`src/verilog/asfc_consts.svh`:
```
// constants of the api serial frame codec
// Functional notes
// - receiver drops every byte until a 0x7e start delimiter arrives
// - incomplete frames or bad checksums are dropped whole, never acted on
// - mode 1 selects plain framing, mode 2 framing with escaping
// - escaped byte is 0x7d then the original byte xor 0x20
// - escaped set is exactly 0x7e, 0x7d, 0x11 and 0x13
// - length counts unescaped frame data only, no delimiter, length or checksum
// - multi-byte fields, length included, go most significant byte first
// - checksum is 0xff minus the low 8 bits of the data sum
// - frame accepted only if data plus checksum sums to 0xff
// - checksums use de-escaped values, never line bytes
// - first data byte is the frame type selecting payload meaning
// - twelve listed frame types are known, all others unsupported
// - request with frame id zero gets no response frame
// - every transmit request gets a status frame unless its id is zero; a second status arriving while one still waits replaces it
// - received-data frame type is 0x90 or 0x91 by configuration
// - no remote response frame when the remote never got the command
// - type 0x08 parameter command applies changes right after it runs
// - type 0x09 queues parameter values until 0x08 or apply arrives
`ifndef ASFC_CONSTS_SVH
`define ASFC_CONSTS_SVH
`define ASFC_SOF 8'h7e
`define ASFC_ESC 8'h7d
`define ASFC_XOR 8'h20
`define ASFC_XON 8'h11
`define ASFC_XOFF 8'h13
`define ASFC_CK_OK 8'hff
`define ASFC_MODE_PLAIN 2'h1
`define ASFC_MODE_ESC 2'h2
`define ASFC_T_AT 8'h08
`define ASFC_T_ATQ 8'h09
`define ASFC_T_TXREQ 8'h10
`define ASFC_T_EXPL 8'h11
`define ASFC_T_RAT 8'h17
`define ASFC_T_ATRSP 8'h88
`define ASFC_T_MSTAT 8'h8a
`define ASFC_T_TXSTAT 8'h8b
`define ASFC_T_RXD 8'h90
`define ASFC_T_RXDX 8'h91
`define ASFC_T_IOS 8'h95
`define ASFC_T_RATRSP 8'h97
`define ASFC_STAT_LEN 16'h0003
`endif

```
`src/verilog/asfc_pkg.sv`:
```
// types of the api serial frame codec
package asfc_pkg;
    typedef enum logic [2:0] {
        ASFC_R_HUNT = 3'h0, ASFC_R_LH = 3'h1, ASFC_R_LL = 3'h2,
        ASFC_R_DATA = 3'h3, ASFC_R_CK = 3'h4, ASFC_R_DLV = 3'h5
    } asfc_rst_t;
    typedef enum logic [2:0] {
        ASFC_E_IDLE = 3'h0, ASFC_E_DLM = 3'h1, ASFC_E_LH = 3'h2,
        ASFC_E_LL = 3'h3, ASFC_E_BODY = 3'h4, ASFC_E_CK = 3'h5
    } asfc_est_t;
    typedef struct packed {
        logic [7:0] data;
        logic first;
        logic last;
    } asfc_word_t;
    typedef struct packed {
        logic [15:0] len;
        logic [7:0] ftype;
        logic [7:0] fid;
        logic remote_ok;
    } asfc_hdr_t;
    typedef struct packed {
        logic [7:0] fid;
        logic [7:0] code;
    } asfc_stat_t;
endpackage : asfc_pkg
```
`src/verilog/asfc_codec.sv`:
```
// api frame decoder and encoder between uart byte streams and the user side
`timescale 1ns/1ns
`include "asfc_consts.svh"
module asfc_codec import asfc_pkg::*; #(
    parameter int DEPTH = 64
) (
    input wire logic core_clk,
    input wire logic resetn,
    input wire logic [1:0] api_mode_select,
    input wire logic rx_fmt_explicit,
    input wire logic rx_valid,
    input wire logic [7:0] rx_data,
    output logic rx_ready,
    output logic tx_valid,
    output logic [7:0] tx_data,
    input wire logic tx_ready,
    output logic frm_valid,
    output asfc_word_t frm_word,
    input wire logic frm_ready,
    output logic [7:0] frame_type_identifier,
    output logic [7:0] rcv_id,
    output logic rcv_known,
    output logic rcv_ok,
    output logic param_apply,
    output logic param_queue,
    input wire logic stat_valid,
    input wire asfc_stat_t stat_in,
    input wire logic hdr_valid,
    input wire asfc_hdr_t hdr_in,
    output logic hdr_ready,
    input wire logic snd_valid,
    input wire logic [7:0] frame_specific_payload,
    output logic snd_ready
);
    localparam int AW = (DEPTH > 1) ? $clog2(DEPTH) : 1;
    initial begin
        if (DEPTH < 2 || DEPTH > 65535) begin
            $error("DEPTH out of range");
        end
    end

    // shared mode decode
    wire esc_mode = api_mode_select == `ASFC_MODE_ESC;

    // ---------------- receiver ----------------
    asfc_rst_t r_st_r;
    logic r_esc_r;
    logic [7:0] len_hi_r;
    logic [15:0] r_len_r;
    logic [15:0] r_idx_r;
    logic [7:0] r_sum_r;
    logic [7:0] mem [0:DEPTH-1];
    logic ok_r, apply_r, queue_r, known_r;
    logic [7:0] type_r, id_r;

    // line byte handling, escape removal
    wire rx_take = rx_valid && rx_ready;
    wire rx_sof = rx_data == `ASFC_SOF;
    wire rx_escb = esc_mode && rx_data == `ASFC_ESC && !r_esc_r;
    wire [7:0] rx_byte = r_esc_r ? (rx_data ^ `ASFC_XOR) : rx_data;
    wire rx_abort = esc_mode && rx_sof && r_st_r != ASFC_R_HUNT && r_st_r != ASFC_R_DLV;
    wire [15:0] len_full = {len_hi_r, rx_byte};
    wire [7:0] sum_nxt = r_sum_r + rx_byte;
    wire len_bad = len_full == 16'h0000 || len_full > 16'(DEPTH);
    wire [7:0] t0 = mem[0];
    assign rx_ready = r_st_r != ASFC_R_DLV;

    // known frame type decode
    wire t_known = t0 == `ASFC_T_AT || t0 == `ASFC_T_ATQ || t0 == `ASFC_T_TXREQ
        || t0 == `ASFC_T_EXPL || t0 == `ASFC_T_RAT || t0 == `ASFC_T_ATRSP
        || t0 == `ASFC_T_MSTAT || t0 == `ASFC_T_TXSTAT || t0 == `ASFC_T_RXD
        || t0 == `ASFC_T_RXDX || t0 == `ASFC_T_IOS || t0 == `ASFC_T_RATRSP;

    // delivery into the two-entry buffer
    logic [1:0] b_cnt_r;
    logic b_wp_r, b_rp_r;
    asfc_word_t b_mem [0:1];
    wire b_in_ready = b_cnt_r != 2'h2;
    wire b_push = r_st_r == ASFC_R_DLV && b_in_ready;
    wire b_pop = frm_valid && frm_ready;
    wire dlv_last = r_idx_r == r_len_r - 16'h0001;
    asfc_word_t b_in;
    assign b_in = '{data: mem[r_idx_r[AW-1:0]], first: r_idx_r == 16'h0000, last: dlv_last};

    // frame assembly state machine
    always_ff @(posedge core_clk or negedge resetn) begin
        if (!resetn) begin
            r_st_r <= ASFC_R_HUNT;
            r_esc_r <= 1'b0;
            len_hi_r <= 8'h00;
            r_len_r <= 16'h0000;
            r_idx_r <= 16'h0000;
            r_sum_r <= 8'h00;
        end else if (b_push) begin
            r_idx_r <= r_idx_r + 16'h0001;
            if (dlv_last) begin
                r_st_r <= ASFC_R_HUNT;
            end
        end else if (rx_take) begin
            r_esc_r <= rx_escb;
            if (rx_abort) begin
                r_st_r <= ASFC_R_LH;
                r_esc_r <= 1'b0;
            end else if (!rx_escb) begin
                case (r_st_r)
                    ASFC_R_HUNT: begin
                        if (rx_sof) begin
                            r_st_r <= ASFC_R_LH;
                        end
                    end
                    ASFC_R_LH: begin
                        len_hi_r <= rx_byte;
                        r_st_r <= ASFC_R_LL;
                    end
                    ASFC_R_LL: begin
                        r_len_r <= len_full;
                        r_idx_r <= 16'h0000;
                        r_sum_r <= 8'h00;
                        r_st_r <= len_bad ? ASFC_R_HUNT : ASFC_R_DATA;
                    end
                    ASFC_R_DATA: begin
                        r_sum_r <= sum_nxt;
                        r_idx_r <= r_idx_r + 16'h0001;
                        if (r_idx_r == r_len_r - 16'h0001) begin
                            r_st_r <= ASFC_R_CK;
                        end
                    end
                    ASFC_R_CK: begin
                        r_idx_r <= 16'h0000;
                        r_st_r <= (sum_nxt == `ASFC_CK_OK) ? ASFC_R_DLV : ASFC_R_HUNT;
                    end
                    default: begin
                        r_st_r <= ASFC_R_HUNT;
                    end
                endcase
            end
        end
    end

    // payload store, indexed by data position
    always_ff @(posedge core_clk) begin
        if (rx_take && !rx_escb && !rx_abort && r_st_r == ASFC_R_DATA) begin
            mem[r_idx_r[AW-1:0]] <= rx_byte;
        end
    end

    // frame report pulses, only for verified frames
    always_ff @(posedge core_clk or negedge resetn) begin
        if (!resetn) begin
            ok_r <= 1'b0;
            apply_r <= 1'b0;
            queue_r <= 1'b0;
            known_r <= 1'b0;
            type_r <= 8'h00;
            id_r <= 8'h00;
        end else begin
            ok_r <= b_push && r_idx_r == 16'h0000;
            apply_r <= b_push && r_idx_r == 16'h0000 && t0 == `ASFC_T_AT;
            queue_r <= b_push && r_idx_r == 16'h0000 && t0 == `ASFC_T_ATQ;
            if (b_push && r_idx_r == 16'h0000) begin
                // first byte is the frame type
                type_r <= t0;
                id_r <= (r_len_r > 16'h0001) ? mem[1] : 8'h00;
                known_r <= t_known;
            end
        end
    end
    assign rcv_ok = ok_r;
    assign param_apply = apply_r;
    assign param_queue = queue_r;
    assign rcv_known = known_r;
    assign frame_type_identifier = type_r;
    assign rcv_id = id_r;

    // two-entry buffer toward the frame consumer
    always_ff @(posedge core_clk or negedge resetn) begin
        if (!resetn) begin
            b_cnt_r <= 2'h0;
            b_wp_r <= 1'b0;
            b_rp_r <= 1'b0;
        end else begin
            b_cnt_r <= b_cnt_r + {1'b0, b_push} - {1'b0, b_pop};
            b_wp_r <= b_wp_r ^ b_push;
            b_rp_r <= b_rp_r ^ b_pop;
        end
    end
    always_ff @(posedge core_clk) begin
        if (b_push) begin
            b_mem[b_wp_r] <= b_in;
        end
    end
    assign frm_valid = b_cnt_r != 2'h0;
    assign frm_word = b_mem[b_rp_r];

    // ---------------- encoder ----------------
    asfc_est_t e_st_r;
    logic [15:0] e_len_r, e_idx_r;
    logic [7:0] e_sum_r, e_type_r, e_id_r, e_code_r, esc_val_r, tx_data_r;
    logic e_stat_r, e_drop_r, esc_pend_r, tx_valid_r;
    logic stat_pend_r;
    asfc_stat_t stat_r;

    // header decode: response suppression and format select
    wire h_resp = hdr_in.ftype == `ASFC_T_ATRSP || hdr_in.ftype == `ASFC_T_RATRSP
        || hdr_in.ftype == `ASFC_T_TXSTAT;
    // zero id on a response type or unheard remote drops the frame
    wire h_drop = (h_resp && hdr_in.fid == 8'h00) || hdr_in.len < 16'h0002
        || (hdr_in.ftype == `ASFC_T_RATRSP && !hdr_in.remote_ok);
    wire h_rxd = hdr_in.ftype == `ASFC_T_RXD || hdr_in.ftype == `ASFC_T_RXDX;
    wire [7:0] h_type = h_rxd ? (rx_fmt_explicit ? `ASFC_T_RXDX : `ASFC_T_RXD) : hdr_in.ftype;
    assign hdr_ready = e_st_r == ASFC_E_IDLE && !stat_pend_r;

    // next raw byte, checksum is 0xff minus sum
    wire e_user = e_st_r == ASFC_E_BODY && e_idx_r > 16'h0001 && !e_stat_r;
    wire [7:0] e_body = (e_idx_r == 16'h0000) ? e_type_r : (e_idx_r == 16'h0001) ? e_id_r
        : e_stat_r ? e_code_r : frame_specific_payload;
    wire [7:0] e_raw = (e_st_r == ASFC_E_DLM) ? `ASFC_SOF : (e_st_r == ASFC_E_LH) ? e_len_r[15:8]
        : (e_st_r == ASFC_E_LL) ? e_len_r[7:0] : (e_st_r == ASFC_E_CK) ? (`ASFC_CK_OK - e_sum_r)
        : e_body;
    // reserved set, only in escape mode
    wire e_resv = e_raw == `ASFC_SOF || e_raw == `ASFC_ESC || e_raw == `ASFC_XON || e_raw == `ASFC_XOFF;
    wire e_need_esc = esc_mode && e_st_r != ASFC_E_DLM && e_resv;
    wire out_free = !tx_valid_r || tx_ready;
    wire e_have = e_st_r != ASFC_E_IDLE && !e_drop_r && (!e_user || snd_valid);
    wire e_step = out_free && !esc_pend_r && e_have;
    wire e_body_last = e_idx_r == e_len_r - 16'h0001;
    wire d_take = e_drop_r && snd_valid;
    assign snd_ready = e_user && (e_drop_r || e_step);

    // pending transmit status, set wins over start
    always_ff @(posedge core_clk or negedge resetn) begin
        if (!resetn) begin
            stat_pend_r <= 1'b0;
            stat_r <= '0;
        end else if (stat_valid && stat_in.fid != 8'h00) begin
            stat_pend_r <= 1'b1;
            stat_r <= stat_in;
        end else if (e_st_r == ASFC_E_IDLE) begin
            stat_pend_r <= 1'b0;
        end
    end

    // encoder sequence
    always_ff @(posedge core_clk or negedge resetn) begin
        if (!resetn) begin
            e_st_r <= ASFC_E_IDLE;
            e_len_r <= 16'h0000;
            e_idx_r <= 16'h0000;
            e_sum_r <= 8'h00;
            e_type_r <= 8'h00;
            e_id_r <= 8'h00;
            e_code_r <= 8'h00;
            e_stat_r <= 1'b0;
            e_drop_r <= 1'b0;
        end else if (e_st_r == ASFC_E_IDLE) begin
            e_idx_r <= 16'h0000;
            e_sum_r <= 8'h00;
            if (stat_pend_r) begin
                e_st_r <= ASFC_E_DLM;
                e_len_r <= `ASFC_STAT_LEN;
                e_type_r <= `ASFC_T_TXSTAT;
                e_id_r <= stat_r.fid;
                e_code_r <= stat_r.code;
                e_stat_r <= 1'b1;
                e_drop_r <= 1'b0;
            end else if (hdr_valid) begin
                e_len_r <= hdr_in.len;
                e_type_r <= h_type;
                e_id_r <= hdr_in.fid;
                e_stat_r <= 1'b0;
                e_drop_r <= h_drop;
                e_idx_r <= h_drop ? 16'h0002 : 16'h0000;
                e_st_r <= !h_drop ? ASFC_E_DLM : (hdr_in.len > 16'h0002) ? ASFC_E_BODY : ASFC_E_IDLE;
            end
        end else if (d_take) begin
            e_idx_r <= e_idx_r + 16'h0001;
            if (e_body_last) begin
                e_st_r <= ASFC_E_IDLE;
            end
        end else if (e_step) begin
            case (e_st_r)
                ASFC_E_DLM: e_st_r <= ASFC_E_LH;
                ASFC_E_LH: e_st_r <= ASFC_E_LL;
                ASFC_E_LL: e_st_r <= ASFC_E_BODY;
                ASFC_E_BODY: begin
                    e_sum_r <= e_sum_r + e_raw;
                    e_idx_r <= e_idx_r + 16'h0001;
                    if (e_body_last) begin
                        e_st_r <= ASFC_E_CK;
                    end
                end
                default: e_st_r <= ASFC_E_IDLE;
            endcase
        end
    end

    // line output register, escape then xored byte
    always_ff @(posedge core_clk or negedge resetn) begin
        if (!resetn) begin
            tx_valid_r <= 1'b0;
            tx_data_r <= 8'h00;
            esc_pend_r <= 1'b0;
            esc_val_r <= 8'h00;
        end else if (e_step) begin
            tx_valid_r <= 1'b1;
            tx_data_r <= e_need_esc ? `ASFC_ESC : e_raw;
            esc_pend_r <= e_need_esc;
            esc_val_r <= e_raw;
        end else if (esc_pend_r && out_free) begin
            tx_valid_r <= 1'b1;
            tx_data_r <= esc_val_r ^ `ASFC_XOR;
            esc_pend_r <= 1'b0;
        end else if (tx_ready) begin
            tx_valid_r <= 1'b0;
        end
    end
    assign tx_valid = tx_valid_r;
    assign tx_data = tx_data_r;

    // ---------------- checks ----------------
    a_hunt_ignores: assert property (@(posedge core_clk) disable iff (!resetn)
        r_st_r == ASFC_R_HUNT && rx_take && !rx_sof |=> r_st_r == ASFC_R_HUNT)
        else $error("byte before delimiter not ignored");
    a_bad_frame_dropped: assert property (@(posedge core_clk) disable iff (!resetn)
        r_st_r == ASFC_R_CK && rx_take && !rx_escb && !rx_abort && sum_nxt != `ASFC_CK_OK
        |=> r_st_r == ASFC_R_HUNT ##1 !rcv_ok)
        else $error("bad checksum frame kept");
    a_good_frame_ok: assert property (@(posedge core_clk) disable iff (!resetn)
        r_st_r == ASFC_R_CK && rx_take && !rx_escb && !rx_abort && sum_nxt == `ASFC_CK_OK && b_in_ready
        |=> r_st_r == ASFC_R_DLV ##[1:3] rcv_ok)
        else $error("good frame not reported");
    a_escape_pair: assert property (@(posedge core_clk) disable iff (!resetn)
        tx_valid && tx_ready && esc_pend_r |=> tx_valid && tx_data == ($past(esc_val_r) ^ `ASFC_XOR))
        else $error("escape not followed by xored byte");
    a_plain_no_escape: assert property (@(posedge core_clk) disable iff (!resetn)
        api_mode_select == `ASFC_MODE_PLAIN && e_step |=> !esc_pend_r)
        else $error("escape in plain mode");
    a_oversize_abandon: assert property (@(posedge core_clk) disable iff (!resetn)
        r_st_r == ASFC_R_LL && rx_take && !rx_escb && !rx_abort && len_full > 16'(DEPTH)
        |=> r_st_r == ASFC_R_HUNT)
        else $error("oversize frame not abandoned");
    a_sof_restart: assert property (@(posedge core_clk) disable iff (!resetn)
        rx_take && rx_abort |=> r_st_r == ASFC_R_LH)
        else $error("mid-frame delimiter did not restart");
    a_zero_id_silent: assert property (@(posedge core_clk) disable iff (!resetn)
        stat_valid && stat_in.fid == 8'h00 && !stat_pend_r |=> !stat_pend_r)
        else $error("status queued for zero id");
    a_apply_type: assert property (@(posedge core_clk) disable iff (!resetn)
        param_apply |-> rcv_ok && frame_type_identifier == `ASFC_T_AT && !param_queue)
        else $error("apply without type 0x08 frame");
endmodule : asfc_codec

```
`config.mk`:
```
export PLATFORM = sky130hd
export DESIGN_NAME = asfc_codec
export DESIGN_NICKNAME = d
export VERILOG_FILES = /design/src/verilog/asfc_pkg.sv /design/src/verilog/asfc_codec.sv
export VERILOG_INCLUDE_DIRS = /design/src /design/src/verilog
export SDC_FILE = /design/constraint.sdc
export NUM_CORES = 1
export LEC_CHECK = 0
export ABC_AREA = 1
export BUFFER_PORTS_ARGS = -buffer_cell sky130_fd_sc_hd__buf_2
export CAP_MARGIN = 20
export CORE_MARGIN = 3
export CORE_UTILIZATION = 55
export CTS_CLUSTER_DIAMETER = 40
export DETAILED_ROUTE_END_ITERATION = 10
export PLACE_DENSITY = 0.72
export SLEW_MARGIN = 20
export SYNTH_ARGS = -nofsm -noshare
export SYNTH_HDL_FRONTEND = slang
export SYNTH_SLANG_ARGS = --single-unit
```
`constraint.sdc`:
```
create_clock -name core_clk -period 3.3 [get_ports core_clk]
set_input_delay 0.66 -clock core_clk [delete_from_list [all_inputs] [get_ports core_clk]]
set_output_delay 0.66 -clock core_clk [all_outputs]
set_load 0.005 [all_outputs]
```
==> qor.csv <==
metric,value,unit
whs,0.0130,ns
worstSetupEndpointType,output port,
crit_type,reg -> out,
cts_buffer_depth,3,
boundaryPins,119,
numPortBuffers,118,
placed_cells,3538,
yosysSeqAreaShare,67.0,%
timing.critical_path.to,snd_ready,
slew_headroom,33.1,%
crit_start,e_idx_r[15],
wirelength,84.6,mm
dpl.hpwl,56.0,mm
start_kind,flip-flop,
antenna_found_initial,0,
grt_overflow_total,0,
rrSetupSlack,0.19,ns
yosysMostFrequentCell,nand2_1,
worst_pin_slew,1.00,ns
drc_errors,0,
ctsHoldBuffers,0,
period_share,95.5,%
synthCells,2675,
ir_worst_vdd,556,uV
vias,22300,
yosys_warnings,0,
fmax,0.317,GHz
reg2reg_to,e_sum_r[7],
cts.sinks,712,
finalSetupViolCount,0,
yosysTopAreaCell,edfxtp_1,
synth_top_family_by_area,simple AND/OR/NAND/NOR gates,
clk_pin_slew,0.05,ns
syn_to_final_growth,18.4,%
status,"finished, final reports clean",
p_per_area,912,mW/mm^2
clk_latency,0.66,ns
ys_types,60,
grt_util_met3,7.07,%
slew_violations,0,
synth_seq_cells,712,
rsz0062_at_grt,true,
first_iter_violations,2819,
final_period_minus_worst_setup_slack,3.15,ns
synth_xor_area_share,2.00,%
cts_inserted_buffers,96,
routedWlPerCell,22.7,um
via_per_inst,5.99,
core_region_area,0.0545,sq mm
nets,3012,
diodes,0,
rows,85,
synth_area_per_cell,11.4,sq um
arrival,2.49,ns
start_util,56.2,%
grt_util_met1,40.8,%
r2r-start,e_idx_r[15],
synth-compound-area-share,9.38,%
grt_pass1_vias,21800,
rr_worst_depth,23,
synth_commonest_cells,"601 x nand2_1, 532 x edfxtp_1, 214 x inv_1, 214 x nor2_1, 180 x dfrtp_1",
die_w,242,um
routabilityCongestion,0.919,
p_leak,14.1,nW
synthSimpleGateAreaFrac,15.5,%
synth_top_flop_cell,edfxtp_1,
drt_pass1_iterations,7,
synth_top_area_share,52.2,%
root_buffer,clkbuf_16,
grt.busiest_layer,met2,
crit_required,2.64,ns
nFillCells,4015,
async_flop_share,25.3,%
placed_cell_area,0.0326,sq mm
grt_usage,28.7,%
grt_max_degree,68,
grt_pass1_wl,130,mm
synth_nets,2779,
hold_class,in -> async,
cts_tree,done,
fin_cells,3729,
ys_top_cells_by_area,"edfxtp_1 52%, dfrtp_1 15%, nand2_1 7.4%, inv_1 2.6%, nor2_1 2.6%",
fin_worst_skew,0.0334,ns
crit_fanout,13,
layout-drive-gt1-share,16.8,%
synth_edf_count,532,
synthesis.area,0.0306,sq mm
final_area,0.0362,sq mm
met2_usage,43.9,%
synthAdderAreaFrac,1.19,%
drtAntennaViolNets,0,
fp.dieArea,0.0585,sq mm
die_h,242,um
muxShareOfSynthArea,0.458,%
final-hold-violation-count,0,
maxCapViolCount,0,
cts_max_level,3,
-- logic make-up (layout without fill, tap and decap cells) --
group,after synthesis,in the layout
AND/OR/NAND/NOR,1092,1092
flip-flops,712,712
AO/OA/AOI/OAI,426,426
buffers and inverters,334,649
XOR/XNOR,70,70
adder cells (fa/ha/maj),28,28
multiplexers,13,13
-- registers in the layout, summed over array words and instances (netlist names), 16 cells and up --
name,cells
r_idx_r,16
b_mem,20
mem,512
e_len_r,16
stat_r,16
e_idx_r,16
r_len_r,16
-- cell usage in the layout (no fill, tap or decap), drive strengths merged, types with 12 or more instances in the layout --
cell type,count
ha,26
edfxtp,532
buf,230
clkinv,34
o31ai,24
o21ai,136
nand4,95
o22ai,21
a22o,29
a221oi,57
dfrtp,180
xnor2,21
bufinv,13
nand2,616
inv,259
xor2,49
a21oi,54
clkbuf,108
nand3,87
nor2,226
nor3,37
a22oi,73
nor4,12
-- how the worst min path moves through the flow --
| stage | startpoint | to | slack [ns] | depth (start not counted) |
|---|---|---|---|---|
| 3_5_place_dp | stat_r[5] | e_code_r[5] | 0.47 | 2 |
| 3_3_place_gp | e_code_r[4] | e_code_r[4] | 0.46 | 2 |
| 2_1_floorplan | resetn | b_cnt_r[0] | 0.36 | 0 |
| 5_1_grt | resetn | r_idx_r[10] | 0.06 | 1 |
| 4_1_cts | resetn | param_apply | 0.03 | 1 |
| 6_report | resetn | r_idx_r[10] | 0.01 | 1 |
-- power breakdown --
group	total [W]	switching (W)	internal, W
Sequential	0.0113	0.000723	0.0106
Clock	0.0108	0.00422	0.00661
Combinational	0.0109	0.00714	0.00373
Total	0.0330	0.0121	0.0209
-- cell type report --
cell class | instances | area (sq um) | area share, %
sequential | 712 | 20500 | 56.6
timing repair buffer | 230 | 1630 | 4.50
multi-input combinational | 1629 | 8840 | 24.4
tap | 739 | 925 | 2.55
inverter | 239 | 900 | 2.49
clock buffer | 108 | 2490 | 6.88
clock inverter | 72 | 926 | 2.56
-- per-stage QoR --
stage	utilization (%)	setup TNS, ns	setup slack [ns]	total power, W
after CTS	66.2	0	0.0192	0.0326
after floorplan	-	0	0.272	0.0180
after detailed placement	59.8	-0.00297	-0.00297	0.0216
after global placement	59.8	0	0.0564	0.0214
after global routing	66.5	-0.0421	-0.0421	0.0346
final	66.5	0	0.147	0.0330
-- metal layers --
metal	up-vias	wire (um)
met5	-	0
met3	185	9390
met1	10900	34100
met2	1290	38600
met4	0	2570
li1	9983	-
-- critical path: stages, from the launching register on --
cell     delay [ns]
dfrtp_1        0.42
nor2_2         0.15
nand2_2        0.08
nor2_4         0.20
nand2_2        0.14
buf_4          0.17
nand4_1        0.16
o21a_4         0.18
inv_4          0.07
a21oi_2        0.14
buf_2          0.13
-- what timing repair did --
item / in CTS / in global routing
buffers inserted: 3 / 8
resized for setup: 6 / 29
pin swaps: 2 / 15
endpoints found under the setup margin: 3 / 3
(Power assumes the default switching activity.)
